**src/hdl/close_onto_fault_logic_pkg.sv**
```systemverilog
// Constants, types and the register map of the close-onto-fault trip block.
// Assumes a single 20 MHz system clock and an APB register port.
package close_onto_fault_logic_pkg;

  // Timebase
  localparam int unsigned CLK_HZ = 20000000;
  localparam int unsigned TICK_MS = 1;
  localparam int unsigned TICK_CYCLES = CLK_HZ / 1000 * TICK_MS;

  // Operation codes and monitored status codes
  localparam logic [2:0] OP_ENABLE = 3'h1;
  localparam logic [2:0] OP_DISABLE = 3'h5;
  localparam logic [2:0] STAT_ENABLED = 3'h1;
  localparam logic [2:0] STAT_BLOCKED = 3'h2;
  localparam logic [2:0] STAT_DISABLED = 3'h5;

  // Setting limits and reset values, in ms
  localparam logic [15:0] SETTING_MAX = 16'hEA60;
  localparam logic [15:0] ARM_DEFAULT = 16'h03E8;
  localparam logic [15:0] DELAY_DEFAULT = 16'h0000;

  // Register byte offsets
  localparam logic [11:0] ADDR_CTRL = 12'h000;
  localparam logic [11:0] ADDR_ARM = 12'h004;
  localparam logic [11:0] ADDR_DELAY = 12'h008;
  localparam logic [11:0] ADDR_STATUS = 12'h00C;
  localparam logic [11:0] ADDR_MASK = 12'h010;
  localparam logic [11:0] ADDR_STATE = 12'h014;

  // Field positions
  localparam int unsigned CTRL_OP_LSB = 0;
  localparam int unsigned STATE_CODE_LSB = 0;
  localparam int unsigned STATE_WIN_BIT = 4;
  localparam int unsigned STATE_TRIP_BIT = 5;
  localparam int unsigned STATE_IN_LSB = 8;

  // Event bits of the status and mask registers
  localparam int unsigned EV_TRIP = 0;
  localparam int unsigned EV_ARM = 1;
  localparam int unsigned EV_BLOCK = 2;
  localparam int unsigned EV_WIDTH = 3;

  // Input vector positions
  localparam int unsigned IN_NOW = 0;
  localparam int unsigned IN_DLY = 1;
  localparam int unsigned IN_CLOSE = 2;
  localparam int unsigned IN_BLOCK = 3;

  // Timer indices
  localparam int unsigned TMR_ARM = 0;
  localparam int unsigned TMR_DLY = 1;

  typedef enum logic [1:0] {
    WIN_IDLE,
    WIN_CLOSE,
    WIN_HOLD
  } window_state_type;

endpackage

```
**src/hdl/close_onto_fault_logic_ms_timer.sv**
```systemverilog
// Millisecond timer: counts ticks while running, clears on request.
// Assumes a one-cycle ms tick from the system clock domain.
`timescale 1ns/1ps
module close_onto_fault_logic_ms_timer (
  // Clock and reset
  input wire logic i_clk_sys,
  input wire logic i_rstn,
  // Control
  input wire logic i_tick,
  input wire logic i_run,
  input wire logic i_clear,
  input wire logic [15:0] i_setting,
  // Result
  output logic [15:0] o_count,
  output logic o_elapsed
);

  typedef struct packed {
    logic [15:0] count;
  } timer_state_type;

  timer_state_type t_reg;
  timer_state_type t_next;

  always_comb begin
    t_next = t_reg;
    if (i_clear) begin
      t_next.count = 16'h0000;
    end else if (i_run && i_tick && t_reg.count != 16'hFFFF) begin
      t_next.count = t_reg.count + 16'h0001;
    end
  end

  always_ff @(posedge i_clk_sys or negedge i_rstn) begin
    if (!i_rstn) begin
      t_reg <= '0;
    end else begin
      t_reg <= t_next;
    end
  end

  assign o_count = t_reg.count;
  assign o_elapsed = t_reg.count >= i_setting;

endmodule

```
**src/hdl/close_onto_fault_logic.sv**
```systemverilog
// Close-onto-fault trip logic with APB registers and a level interrupt.
// Assumes pickups, close command and block arrive as asynchronous pins.
//
// How it works
// - The operation code enables the function at 1 (reset value) and disables it at 5.
// - The arming window opens as soon as the close command is seen active.
// - After the close command falls the window holds until the arm time runs out.
// - The arm time is set in ms from 0 to 60000, default 1000, larger writes clamp.
// - The trip output rises whenever a fault indication meets an open window.
// - With the window open an immediate pickup trips with no added delay.
// - A delayed pickup counts only once held for the delay setting, 0 to 60000 ms, default 0.
// - Blocking forces the trip low and clears all timers and the window.
// - All four inputs read as false out of reset and until seen high.
// - Timing runs on a 1 ms tick, so the error stays well below 20 ms.
`timescale 1ns/1ps
module close_onto_fault_logic #(
  parameter int unsigned TICK_CYCLES = close_onto_fault_logic_pkg::TICK_CYCLES
) (
  // Clock and reset
  input wire logic i_clk_sys,
  input wire logic i_rstn,
  // Protection inputs
  input wire logic i_fault_pickup_now,
  input wire logic i_fault_pickup_delayed,
  input wire logic i_breaker_close_command,
  input wire logic i_block,
  // Trip output
  output logic o_fault_clear_out,
  // APB slave
  input wire logic i_psel,
  input wire logic i_penable,
  input wire logic i_pwrite,
  input wire logic [11:0] i_paddr,
  input wire logic [31:0] i_pwdata,
  output logic [31:0] o_prdata,
  output logic o_pready,
  output logic o_pslverr,
  // Interrupt
  output logic o_irq
);

  ////////////////////////////////////////////////////////////////////////////
  // State

  typedef struct packed {
    logic [3:0] in_meta;
    logic [3:0] in_sync;
    close_onto_fault_logic_pkg::window_state_type win;
    logic [14:0] tick_cnt;
    logic tick;
    logic blk_prev;
    logic trip;
    logic [2:0] op;
    logic [15:0] arm_set;
    logic [15:0] dly_set;
    logic [close_onto_fault_logic_pkg::EV_WIDTH-1:0] ev;
    logic [close_onto_fault_logic_pkg::EV_WIDTH-1:0] mask;
    logic irq;
    logic pready;
    logic pslverr;
    logic [31:0] prdata;
  } core_state_type;

  core_state_type s_reg;
  core_state_type s_next;

  logic [1:0] tmr_run;
  logic [1:0] tmr_clear;
  logic [1:0] tmr_elapsed;
  logic [15:0] tmr_setting [2];
  logic [15:0] tmr_count [2];

  ////////////////////////////////////////////////////////////////////////////
  // Decode helpers

  function automatic logic addr_mapped(input logic [11:0] addr);
    addr_mapped = addr == close_onto_fault_logic_pkg::ADDR_CTRL || addr == close_onto_fault_logic_pkg::ADDR_ARM ||
                  addr == close_onto_fault_logic_pkg::ADDR_DELAY || addr == close_onto_fault_logic_pkg::ADDR_STATUS ||
                  addr == close_onto_fault_logic_pkg::ADDR_MASK || addr == close_onto_fault_logic_pkg::ADDR_STATE;
  endfunction

  function automatic logic [2:0] status_code(input logic [2:0] op, input logic blk);
    if (op != close_onto_fault_logic_pkg::OP_ENABLE) begin
      status_code = close_onto_fault_logic_pkg::STAT_DISABLED;
    end else if (blk) begin
      status_code = close_onto_fault_logic_pkg::STAT_BLOCKED;
    end else begin
      status_code = close_onto_fault_logic_pkg::STAT_ENABLED;
    end
  endfunction

  function automatic logic [15:0] clamp_setting(input logic [15:0] value);
    clamp_setting = (value > close_onto_fault_logic_pkg::SETTING_MAX) ? close_onto_fault_logic_pkg::SETTING_MAX : value;
  endfunction

  ////////////////////////////////////////////////////////////////////////////
  // Timers

  generate
    for (genvar g = 0; g < 2; g++) begin : g_timer
      close_onto_fault_logic_ms_timer u_timer (
        .i_clk_sys(i_clk_sys),
        .i_rstn(i_rstn),
        .i_tick(s_reg.tick),
        .i_run(tmr_run[g]),
        .i_clear(tmr_clear[g]),
        .i_setting(tmr_setting[g]),
        .o_count(tmr_count[g]),
        .o_elapsed(tmr_elapsed[g])
      );
    end
  endgenerate

  assign tmr_setting[close_onto_fault_logic_pkg::TMR_ARM] = s_reg.arm_set;
  assign tmr_setting[close_onto_fault_logic_pkg::TMR_DLY] = s_reg.dly_set;

  ////////////////////////////////////////////////////////////////////////////
  // Next state

  logic enabled;
  logic blocked;
  logic live;
  logic close_cmd;
  logic pick_now;
  logic pick_dly;
  logic dly_ready;
  logic window_now;
  logic access;
  logic [close_onto_fault_logic_pkg::EV_WIDTH-1:0] ev_set;
  logic [close_onto_fault_logic_pkg::EV_WIDTH-1:0] ev_clr;
  logic [31:0] rd_data;

  always_comb begin
    s_next = s_reg;
    ev_set = '0;
    ev_clr = '0;
    rd_data = 32'h0000_0000;

    s_next.in_meta = {i_block, i_breaker_close_command,
                      i_fault_pickup_delayed, i_fault_pickup_now};
    s_next.in_sync = s_reg.in_meta;

    if (s_reg.tick_cnt == 15'(TICK_CYCLES - 1)) begin
      s_next.tick_cnt = 15'h0000;
      s_next.tick = 1'b1;
    end else begin
      s_next.tick_cnt = s_reg.tick_cnt + 15'h0001;
      s_next.tick = 1'b0;
    end

    enabled = s_reg.op == close_onto_fault_logic_pkg::OP_ENABLE;
    blocked = s_reg.in_sync[close_onto_fault_logic_pkg::IN_BLOCK];
    live = enabled && !blocked;
    close_cmd = s_reg.in_sync[close_onto_fault_logic_pkg::IN_CLOSE];
    pick_now = s_reg.in_sync[close_onto_fault_logic_pkg::IN_NOW];
    pick_dly = s_reg.in_sync[close_onto_fault_logic_pkg::IN_DLY];

    // Delay timer runs only while the delayed pickup is held
    tmr_run[close_onto_fault_logic_pkg::TMR_DLY] = live && pick_dly;
    tmr_clear[close_onto_fault_logic_pkg::TMR_DLY] = !live || !pick_dly;
    dly_ready = pick_dly && tmr_elapsed[close_onto_fault_logic_pkg::TMR_DLY];

    // Arm timer runs only in the hold phase after the close command
    tmr_run[close_onto_fault_logic_pkg::TMR_ARM] = s_reg.win == close_onto_fault_logic_pkg::WIN_HOLD;
    tmr_clear[close_onto_fault_logic_pkg::TMR_ARM] = !live || close_cmd ||
                                   s_reg.win != close_onto_fault_logic_pkg::WIN_HOLD;

    window_now = live && (close_cmd || (s_reg.win != close_onto_fault_logic_pkg::WIN_IDLE &&
                 !tmr_elapsed[close_onto_fault_logic_pkg::TMR_ARM]));

    unique case (s_reg.win)
      close_onto_fault_logic_pkg::WIN_IDLE: begin
        if (live && close_cmd) begin
          s_next.win = close_onto_fault_logic_pkg::WIN_CLOSE;
        end
      end
      close_onto_fault_logic_pkg::WIN_CLOSE: begin
        if (!live) begin
          s_next.win = close_onto_fault_logic_pkg::WIN_IDLE;
        end else if (!close_cmd) begin
          s_next.win = close_onto_fault_logic_pkg::WIN_HOLD;
        end
      end
      close_onto_fault_logic_pkg::WIN_HOLD: begin
        if (!live) begin
          s_next.win = close_onto_fault_logic_pkg::WIN_IDLE;
        end else if (close_cmd) begin
          s_next.win = close_onto_fault_logic_pkg::WIN_CLOSE;
        end else if (tmr_elapsed[close_onto_fault_logic_pkg::TMR_ARM]) begin
          s_next.win = close_onto_fault_logic_pkg::WIN_IDLE;
        end
      end
    endcase

    s_next.trip = window_now && (pick_now || dly_ready);

    // Events
    s_next.blk_prev = blocked;
    ev_set[close_onto_fault_logic_pkg::EV_TRIP] = s_next.trip && !s_reg.trip;
    ev_set[close_onto_fault_logic_pkg::EV_ARM] = live && close_cmd && s_reg.win == close_onto_fault_logic_pkg::WIN_IDLE;
    ev_set[close_onto_fault_logic_pkg::EV_BLOCK] = blocked && !s_reg.blk_prev;

    // APB: two-cycle access phase, writes take effect on the completing edge
    access = i_psel && i_penable;
    s_next.pready = access && !s_reg.pready;

    if (i_paddr == close_onto_fault_logic_pkg::ADDR_CTRL) begin
      rd_data[close_onto_fault_logic_pkg::CTRL_OP_LSB +: 3] = s_reg.op;
    end else if (i_paddr == close_onto_fault_logic_pkg::ADDR_ARM) begin
      rd_data[15:0] = s_reg.arm_set;
    end else if (i_paddr == close_onto_fault_logic_pkg::ADDR_DELAY) begin
      rd_data[15:0] = s_reg.dly_set;
    end else if (i_paddr == close_onto_fault_logic_pkg::ADDR_STATUS) begin
      rd_data[close_onto_fault_logic_pkg::EV_WIDTH-1:0] = s_reg.ev;
    end else if (i_paddr == close_onto_fault_logic_pkg::ADDR_MASK) begin
      rd_data[close_onto_fault_logic_pkg::EV_WIDTH-1:0] = s_reg.mask;
    end else if (i_paddr == close_onto_fault_logic_pkg::ADDR_STATE) begin
      rd_data[close_onto_fault_logic_pkg::STATE_CODE_LSB +: 3] = status_code(s_reg.op, blocked);
      rd_data[close_onto_fault_logic_pkg::STATE_WIN_BIT] = s_reg.win != close_onto_fault_logic_pkg::WIN_IDLE;
      rd_data[close_onto_fault_logic_pkg::STATE_TRIP_BIT] = s_reg.trip;
      rd_data[close_onto_fault_logic_pkg::STATE_IN_LSB +: 4] = s_reg.in_sync;
    end

    if (access && !s_reg.pready) begin
      s_next.prdata = i_pwrite ? 32'h0000_0000 : rd_data;
      s_next.pslverr = !addr_mapped(i_paddr);
    end else begin
      s_next.prdata = 32'h0000_0000;
      s_next.pslverr = 1'b0;
    end

    if (access && s_reg.pready && i_pwrite) begin
      if (i_paddr == close_onto_fault_logic_pkg::ADDR_CTRL) begin
        s_next.op = i_pwdata[close_onto_fault_logic_pkg::CTRL_OP_LSB +: 3];
      end else if (i_paddr == close_onto_fault_logic_pkg::ADDR_ARM) begin
        s_next.arm_set = clamp_setting(i_pwdata[15:0]);
      end else if (i_paddr == close_onto_fault_logic_pkg::ADDR_DELAY) begin
        s_next.dly_set = clamp_setting(i_pwdata[15:0]);
      end else if (i_paddr == close_onto_fault_logic_pkg::ADDR_STATUS) begin
        ev_clr = i_pwdata[close_onto_fault_logic_pkg::EV_WIDTH-1:0];
      end else if (i_paddr == close_onto_fault_logic_pkg::ADDR_MASK) begin
        s_next.mask = i_pwdata[close_onto_fault_logic_pkg::EV_WIDTH-1:0];
      end
    end

    // Set wins over a simultaneous write-one clear
    s_next.ev = (s_reg.ev & ~ev_clr) | ev_set;
    s_next.irq = |(s_next.ev & s_next.mask);
  end

  ////////////////////////////////////////////////////////////////////////////
  // Registers

  always_ff @(posedge i_clk_sys or negedge i_rstn) begin
    if (!i_rstn) begin
      s_reg <= '0;
      s_reg.win <= close_onto_fault_logic_pkg::WIN_IDLE;
      s_reg.op <= close_onto_fault_logic_pkg::OP_ENABLE;
      s_reg.arm_set <= close_onto_fault_logic_pkg::ARM_DEFAULT;
      s_reg.dly_set <= close_onto_fault_logic_pkg::DELAY_DEFAULT;
    end else begin
      s_reg <= s_next;
    end
  end

  assign o_fault_clear_out = s_reg.trip;
  assign o_prdata = s_reg.prdata;
  assign o_pready = s_reg.pready;
  assign o_pslverr = s_reg.pslverr;
  assign o_irq = s_reg.irq;

  ////////////////////////////////////////////////////////////////////////////
  // Assertions

  property p_disabled_quiet;
    @(posedge i_clk_sys) disable iff (!i_rstn)
      s_reg.op != close_onto_fault_logic_pkg::OP_ENABLE |=> !o_fault_clear_out && s_reg.win == close_onto_fault_logic_pkg::WIN_IDLE;
  endproperty
  a_disabled_quiet:
    assert property (p_disabled_quiet) else $error("trip or window while disabled");

  property p_close_arms;
    @(posedge i_clk_sys) disable iff (!i_rstn)
      live && close_cmd |=> s_reg.win == close_onto_fault_logic_pkg::WIN_CLOSE;
  endproperty
  a_close_arms:
    assert property (p_close_arms) else $error("close command did not open window");

  property p_window_holds;
    @(posedge i_clk_sys) disable iff (!i_rstn)
      live && s_reg.win == close_onto_fault_logic_pkg::WIN_HOLD && !close_cmd &&
      tmr_count[close_onto_fault_logic_pkg::TMR_ARM] < s_reg.arm_set |=> s_reg.win == close_onto_fault_logic_pkg::WIN_HOLD;
  endproperty
  a_window_holds:
    assert property (p_window_holds) else $error("window closed before arm time");

  property p_window_drops;
    @(posedge i_clk_sys) disable iff (!i_rstn)
      s_reg.win == close_onto_fault_logic_pkg::WIN_HOLD && !close_cmd &&
      tmr_count[close_onto_fault_logic_pkg::TMR_ARM] >= s_reg.arm_set |=> s_reg.win == close_onto_fault_logic_pkg::WIN_IDLE;
  endproperty
  a_window_drops:
    assert property (p_window_drops) else $error("window stayed open past arm time");

  property p_setting_range;
    @(posedge i_clk_sys) disable iff (!i_rstn)
      s_reg.arm_set <= close_onto_fault_logic_pkg::SETTING_MAX && s_reg.dly_set <= close_onto_fault_logic_pkg::SETTING_MAX;
  endproperty
  a_setting_range:
    assert property (p_setting_range) else $error("setting above 60000 ms");

  property p_trip_cause;
    @(posedge i_clk_sys) disable iff (!i_rstn)
      $rose(o_fault_clear_out) |-> $past(window_now) && ($past(pick_now) || $past(dly_ready));
  endproperty
  a_trip_cause:
    assert property (p_trip_cause) else $error("trip without window and fault");

  property p_trip_now;
    @(posedge i_clk_sys) disable iff (!i_rstn)
      live && close_cmd && pick_now |=> o_fault_clear_out;
  endproperty
  a_trip_now:
    assert property (p_trip_now) else $error("immediate pickup did not trip at once");

  property p_delay_gate;
    @(posedge i_clk_sys) disable iff (!i_rstn)
      dly_ready && s_reg.dly_set != 16'h0000 |-> tmr_count[close_onto_fault_logic_pkg::TMR_DLY] >= s_reg.dly_set;
  endproperty
  a_delay_gate:
    assert property (p_delay_gate) else $error("delayed pickup passed early");

  property p_block_clears;
    @(posedge i_clk_sys) disable iff (!i_rstn)
      blocked |=> !o_fault_clear_out && tmr_count[close_onto_fault_logic_pkg::TMR_DLY] == 16'h0000 &&
                  tmr_count[close_onto_fault_logic_pkg::TMR_ARM] == 16'h0000;
  endproperty
  a_block_clears:
    assert property (p_block_clears) else $error("block left output or timer active");

  property p_tick_period;
    @(posedge i_clk_sys) disable iff (!i_rstn)
      s_reg.tick |=> !s_reg.tick && s_reg.tick_cnt == 15'h0001;
  endproperty
  a_tick_period:
    assert property (p_tick_period) else $error("ms tick out of step");

  property p_restart;
    @(posedge i_clk_sys) disable iff (!i_rstn)
      !pick_dly |=> tmr_count[close_onto_fault_logic_pkg::TMR_DLY] == 16'h0000;
  endproperty
  a_restart:
    assert property (p_restart) else $error("delay timer not cleared on drop");

endmodule

```
**config.mk**
```make
export PLATFORM = sky130hd
export DESIGN_NAME = close_onto_fault_logic
export DESIGN_NICKNAME = d
export VERILOG_FILES = /design/src/hdl/close_onto_fault_logic_pkg.sv /design/src/hdl/close_onto_fault_logic_ms_timer.sv /design/src/hdl/close_onto_fault_logic.sv
export SDC_FILE = /design/constraint.sdc
export NUM_CORES = 1
export LEC_CHECK = 0
export CAP_MARGIN = 20
export CORE_MARGIN = 3
export CORE_UTILIZATION = 55
export CTS_CLUSTER_SIZE = 16
export DETAILED_ROUTE_END_ITERATION = 10
export DONT_BUFFER_PORTS = 1
export PLACE_DENSITY = 0.7
export SLEW_MARGIN = 20
export SYNTH_ARGS = -nofsm -noshare
export SYNTH_HDL_FRONTEND = slang
export SYNTH_SLANG_ARGS = --single-unit
export TNS_END_PERCENT = 10
```
**constraint.sdc**
```tcl
create_clock -name i_clk_sys -period 2.3 [get_ports i_clk_sys]
set_input_delay 0.115 -clock i_clk_sys [delete_from_list [all_inputs] [get_ports i_clk_sys]]
set_output_delay 0.115 -clock i_clk_sys [all_outputs]
set_load 0.01 [all_outputs]
```
# [Word level (Yosys, flattened, before mapping)]
# Index checks and enable logic that the tools add are counted.
[op_classes] add_sub_neg=3 multipliers=0 n_div=0 magnitude_cmp=3 n_eq_ne=16 shift=0 n_mux=46 bitwise_logic=6 reduce_logical=46
[ops] cell="16-bit two-way mux" count=8
[ops] cell="3-bit two-way mux" count=17
[ops] cell="33-bit two-way mux" count=1
[ops] cell="16-bit by 1-bit adder with 16-bit output, second input constant" count=2
[ops] cell="16-bit >= comparator" count=2
[ops] cell="16-bit != test, second input constant" count=2
[ops] cell="12-bit by 4-bit == test with 1-bit output, second input constant" count=2
[ops] cell="12-bit by 5-bit == test with 1-bit output, second input constant" count=2
[ops] cell="2-bit two-way mux" count=12
[ops] cell="4-bit two-way mux" count=5
[ops] cell="1-bit logical AND" count=18
[ops] cell="16-bit greater-than comparator, second input constant" count=1
[ops] cell="15-bit by 1-bit adder with 15-bit output, second input constant" count=1
[ops] cell="15-bit == test, second input constant" count=1
[ops] cell="13-bit two-way mux" count=1
[ops] cell="12-bit by 3-bit == test with 1-bit output, second input constant" count=1
[ops] cell="12-bit logical NOT" count=1
[ops] cell="1-bit logical OR" count=10
[ops] cell="1-bit logical NOT" count=8
[ops] cell="3-bit bitwise AND" count=2
[ops] cell="2-bit one-hot mux with 3 select lines" count=1
[ops] cell="3-bit AND reduction" count=2
[ops] cell="2-bit nonzero test" count=3
[ops] cell="2-bit != test, second input constant" count=2
[ops] cell="14 further kinds" count=15
[totals] regBits=136 latch_bits=0 mem_bits_rw=0 mem_bits_ro=0 wordCells=138 mem_count=0

# [Logic depth before layout (Yosys ltp)]
# Gate-level depths: netlist of run 1.
[depth] word_depth=11 ltp_mapped=8

# [Hierarchy]
# A second synthesis of run 1 with hierarchy kept.
[hier_totals] hier_cells=693 hier_area_um2=6661.4
[by_module_without_submodules] mod="close_onto_fault_logic" n_inst=1 cells_per_inst=383 area_per_inst_um2=4063.9 seq_area_each_um2=2210.9
[by_module_without_submodules] mod="close_onto_fault_logic_ms_timer at g_timer[0].u_timer" n_inst=1 cells_per_inst=157 area_per_inst_um2=1315.0 seq_area_each_um2=400.4
[by_module_without_submodules] mod="close_onto_fault_logic_ms_timer at g_timer[1].u_timer" n_inst=1 cells_per_inst=153 area_per_inst_um2=1282.5 seq_area_each_um2=400.4

# [Worst setup path before layout of run 1]
# No wires, ideal clock.
[synth_timing] kind="reg-to-reg" start="register g_timer[1].u_timer.t_reg (netlist bit g_timer[1].u_timer.o_count[0])" end="register s_reg (netlist bit o_irq)" setup_time_ns=0.136 arrival_ns=1.901 setup_slack_ns=0.263 stages_incl_launch_ff=9 synth_period_minus_slack_ns=2.037 cell_sequence="dfrtp_1 > inv_1 > ha_1 > nand2b_1 > a2111oi_0 > nor4_1 > o41a_1 > o211ai_1 > o311ai_1"
[synth_rtl] element="from (decl)" line_no="close_onto_fault_logic_ms_timer.sv:22" text="timer_state_type t_reg;"
[synth_rtl] element="from (signal assigned)" line_no="close_onto_fault_logic_ms_timer.sv:38" text="t_reg <= t_next;"
[synth_rtl] element="to (signal assigned)" line_no="close_onto_fault_logic.sv:262" text="s_reg <= s_next;"
[synth_rtl] element="to (decl)" line_no="close_onto_fault_logic.sv:64" text="core_state_type s_reg;"

==> results of run 1 <==
## critical path: stages, from the launching register on
cell and delay (ns):
dfrtp_1 0.42, ha_4 0.26, a21o_1 0.17, a21o_1 0.17, a2111oi_4 0.40, a31o_2 0.24, o211ai_1 0.15, o311ai_1 0.31
## metal layers
layer  vias to the layer above  track usage (%)  part of all wire [%]
met5                         -                0                     0
met4                         0             8.63                   2.2
met3                        35             7.35                   5.6
met2                       156             38.8                    50
met1                      2355             30.6                    42
li1                       2207                -                     -
## final timing paths
kind                                                start           to  slack [ns]  depth (start not counted)
max                        g_timer[0].u_timer.o_count[13]        o_irq        0.07                          7
min                                                i_rstn  o_prdata[9]       -0.62                          0
max reg2reg                g_timer[0].u_timer.o_count[13]        o_irq        0.07                          7
min reg2reg                                    s_next[96]     pick_now        0.35                          0
min in group i_clk_sys                         i_paddr[2]    s_reg[38]        0.02                          5
max in group asynchronous                          i_rstn    s_reg[60]        2.68                          0
## cell families (layout without fill, tap and decap cells)
group	after synthesis	in the layout	synth area share, %
xor gates and xnor gates	41	41	5.55
AOI/OAI and AO/OA	83	83	8.76
muxes	35	35	5.98
buffers and inverters	93	109	7.52
adders and majority gates	38	38	7.35
other	1	16	0.0580
DFF	120	120	46.6
and+or+nand+nor	221	221	18.2
## Yosys cell counts, drive strengths merged, types with 11 or more instances
master  count  share of area [%]
mux2       29                5.0
inv        43                2.5
buf        41                4.5
nand4      24                2.3
nor2       74                4.3
xnor2      15                2.0
ha         38                7.4
nor2b      11                1.3
dfrtp     113                 44
nand3      22                1.8
xor2       26                3.5
nand2      35                2.1
a21oi      19                1.5
o21ai      20                1.5
and3       12                1.2
## layout make-up
type	count	area [sq um]	share of cell area [%]
multi-input combinational	434	3070	41.3
inverter	43	161	2.17
clock inverter	13	250	3.37
clock buffer	19	443	5.97
timing repair buffer	34	315	4.25
tap	140	175	2.36
sequential	120	3010	40.6
## what timing repair did
item	CTS	global route
resized for setup	2	7
gates cloned	0	0
hold endpoints to repair	165	120
buffers inserted	0	1
endpoints found under the setup margin	1	2
pin swaps	3	7
## stage by stage
step	util, %	worst slack [ns]	std cells
after global routing	66.5	-0.00382	803
after floorplan	-	0.263	647
after CTS	66.2	0.00266	802
after global placement	57.7	0.0477	746
final	66.5	0.0740	803
after detailed placement	57.7	-0.0850	746
## power breakdown
group          switching (mW)  total [mW]  internal [mW]
clock network           0.966        3.13           2.16
registers              0.0201        2.15           2.13
logic                   0.109       0.205         0.0961
total                    1.09        5.49           4.39
==> impl_metrics.csv, run 1 <==
group,metric,value,unit
timing,slew_headroom,36.0,%
final_layout,final_area,0.00742,sq mm
min_path,hold_class,"in2async",
global_route,antenna_found_initial,0,
yosys,syn_area,0.00647,sq mm
timing,fin_crit_sh,96.8,%
run_status,status,"complete, but fails checks",
yosys,synth_area_per_cell,10.2,sq um
setup_path,path_class,"reg2reg",
timing,rsz0062_at_grt,"true",
clock_network,numCtsBuffers,17,
clock_network,cts_sinks,120,
yosys,syn_inst,632,
timing,maxSlewViolCount,0,
power,peakVddDrop,0.680,mV
timing,skew,0.0107,ns
placement,dp_hpwl,10.2,mm
final_layout,insertedDiodeCount,0,
final_layout,syn_to_final_growth,14.8,%
route,viasPerCell,5.92,
final_layout,drive_gt1_share,13.3,%
yosys,ys_ff_latch,120,
setup_path,worstPathMaxFanout,3,
final_layout,finalNetCount,741,
placement,place_area,0.00644,sq mm
route,wl,14.7,mm
yosys,ys_seq_area_share,46.6,%
power,p_leak,3.28,nW
timing,tns,0,ns
route,first_iter_violations,433,
floorplan,die_x,114,um
floorplan,rows,38,
setup_path,crit_path_start_kind,"flop",
timing,holdWs,-0.615,ns
route,vias,4753,
clock_network,cts_hold_buf,24,
global_route,grt_max_degree,121,
floorplan,coreArea,0.0112,sq mm
final_layout,n_fill_cell,849,
setup_path,cp.required,2.61,ns
power,powerDensity,739,mW/mm^2
yosys,synth_edf_count,0,
yosys,ys.flop_type,"dfrtp_1",
placement,port_buffers,0,
timing,hold_violations,120,
yosys,yosysWarnings,0,
final_layout,mostFrequentLayoutCell,"dfrtp_1",
clock_network,insertion_delay,0.43,ns
floorplan,die_y,114,um
yosys,synth-async-reset-ratio,100,%
route,post-route-drc-count,0,
run_status,violations,"hold timing",
clock_network,cts_max_level,4,
floorplan,die-area,0.0131,sq mm
power,finalPower,5.49,mW
floorplan,start_util,57.9,%
route,routedWlPerCell,18.3,um
global_route,grt_pass1_vias,4736,
final_layout,final_cell_mix,"dfrtp_1 (113), nor2_1 (73), inv_1 (42), ha_1 (37), nand2_1 (34)",
placement,gp_congestion,0.806,
route,postRouteAntennaNets,0,
floorplan,ios,89,
clock_network,clk_pin_slew,0.06,ns
timing,min_period,2.23,ns
global_route,grt-ovfl-total,0,
flow_run,maxCapViolCount,0,
global_route,grt_pass1_wl,24.2,mm
final_layout,largest_register_ffs,60,
timing,fmax,0.449,GHz
clock_network,clk_path_buf_depth,2,
route,drt_pass1_iterations,8,
setup_path,crit_path_end_kind,"flop",
setup_path,critPathArrivalTime,2.54,ns
clock_network,cts_tree,"built",
global_route,grt_usage,24.0,%
clock_network,root_buffer,"clkbuf_16",
yosys,synth.distinct_cells,67,
timing,worst_pin_slew,0.956,ns
timing,setup_viol,0,
Power figures use the tool's default switching activity.
==> run 2, diff against run 1 <==
- REMOVE_ABC_BUFFERS: unset -> 1
==> impl_metrics.csv, run 2 (same netlist as run 1, synthesis figures left out) <==
group,metric,value,unit
floorplan,rows,38,
placement,port_buffers,0,
floorplan,ios,89,
floorplan,die_y,114,um
timing,rsz0062_at_grt,"false",
setup_path,cp.required,2.59,ns
clock_network,cts_sinks,120,
final_layout,largest_register_ffs,60,
global_route,antenna_found_initial,0,
clock_network,numCtsBuffers,17,
final_layout,ff_latch_area,0.00301,sq mm
clock_network,cts_max_level,4,
placement,dp_hpwl,10.1,mm
min_path,hold_class,"in2async",
global_route,grt_max_degree,121,
route,first_iter_violations,473,
floorplan,die-area,0.0131,sq mm
route,vias,4737,
route,viasPerCell,5.87,
final_layout,finalNetCount,745,
final_layout,fin_util,66.6,%
final_layout,n_fill_cell,821,
power,powerDensity,697,mW/mm^2
final_layout,final_cells,807,
global_route,grt_pass1_vias,4904,
timing,setup_viol,0,
timing,timing.final.ws_setup,0.175,ns
route,drt_pass1_iterations,6,
final_layout,syn_to_final_growth,15.1,%
placement,dpl_worst_slack,0.0326,ns
route,postRouteAntennaNets,0,
final_layout,multiInputGateArea,0.00311,sq mm
clock_network,root_buffer,"clkbuf_16",
timing,fin_crit_sh,92.4,%
run_status,status,"complete, but fails checks",
timing,worst_pin_slew,0.855,ns
clock_network,insertion_delay,0.42,ns
clock_network,cts_tree,"built",
clock_network,cts_hold_buf,25,
placement,place_area,0.00646,sq mm
route,post-route-drc-count,0,
timing,hold_violations,120,
route,wl,15.0,mm
timing,holdWs,-0.611,ns
floorplan,start_util,57.9,%
final_layout,insertedDiodeCount,0,
global_route,grt_usage,24.1,%
timing,fmax,0.471,GHz
clock_network,clk_path_buf_depth,2,
global_route,grt-ovfl-total,0,
final_layout,mostFrequentLayoutCell,"dfrtp_1",
timing,slew_headroom,43.0,%
timing,min_period,2.12,ns
run_status,violations,"hold timing",
placement,dp.cells,749,
power,p_leak,3.29,nW
power,peakVddDrop,0.996,mV
setup_path,crit_path_end_kind,"flop",
setup_path,worstPathMaxFanout,3,
floorplan,die_x,114,um
flow_run,maxCapViolCount,0,
final_layout,final_cell_mix,"dfrtp_1 (113), nor2_1 (73), inv_1 (42), ha_1 (35), nand2_1 (34)",
clock_network,clk_pin_slew,0.06,ns
floorplan,coreArea,0.0112,sq mm
timing,maxSlewViolCount,0,
route,routedWlPerCell,18.5,um
setup_path,critPathArrivalTime,2.41,ns
final_layout,drive_gt1_share,13.9,%
timing,skew,0.00798,ns
final_layout,final_area,0.00745,sq mm
setup_path,crit_path_start_kind,"flop",
global_route,grt_pass1_wl,24.4,mm
setup_path,path_class,"reg2reg",
power,finalPower,5.19,mW
timing,tns,0,ns
placement,gp_congestion,0.907,
-- run 2: changes by cell type in the layout (fill, tap and decap cells not counted) --
cell	change
clkinvlp_4	+1
inv_6	+3
nor4_4	+1
clkinv_4	+1
a2111oi_4	+1
a2111oi_2	-1
ha_4	+2
ha_1	-2
dlygate4sd3_1	+1
bufinv_16	-3
clkinv_2	-2
nor4_2	-1
buf_4	+3
-- run 2: cell type report --
cell class	count	area share, %
sequential	120	40.4
tap	140	2.35
inverter	43	2.17
clock buffer	19	5.95
clock inverter	13	2.59
multi-input combinational	434	41.8
timing repair buffer	38	4.67
-- run 2: report_power, final --
group | internal, mW | switching [mW] | total [mW]
Sequential | 2.13 | 0.0201 | 2.15
Clock | 1.85 | 0.981 | 2.83
Combinational | 0.0969 | 0.108 | 0.205
-- run 2: what timing repair did --
action / 4_1_cts / 5_1_grt
setup endpoints to repair: 0 / 5
resized for setup: 0 / 13
hold endpoints to repair: 168 / 120
buffers inserted: 0 / 1
-- run 2: worst max-delay path, stage by stage (launching register included) --
cell and delay, ns:
dfrtp_1 0.39, inv_1 0.10, ha_4 0.29, nand4_1 0.15, nor3_1 0.34, nand3b_1 0.16, a31o_2 0.27, o211ai_1 0.16
o311ai_1 0.14
-- run 2: per-layer routing --
metal  part of all wire (%)  vias to the layer above  GRT usage, %
met3                    5.3                       45          5.92
met4                    3.8                        0          12.7
met2                     49                      161          38.5
met1                     41                     2318          30.3
met5                      0                        -             0
li1                       -                     2213             -
-- run 2: path summary, 6_finish.rpt --
check / from / to / slack (ns) / cells past startpoint
worst max-delay path: s_reg[72] / o_irq / 0.18 / 8
worst min-delay path: i_rstn / o_prdata[7] / -0.61 / 0
worst max register to register: s_reg[72] / o_irq / 0.18 / 8
worst min register to register: s_next[97] / pick_dly / 0.35 / 0
max in group asynchronous: i_rstn / s_reg[66] / 2.67 / 0
min in group i_clk_sys: i_paddr[2] / s_reg[38] / 0.01 / 5
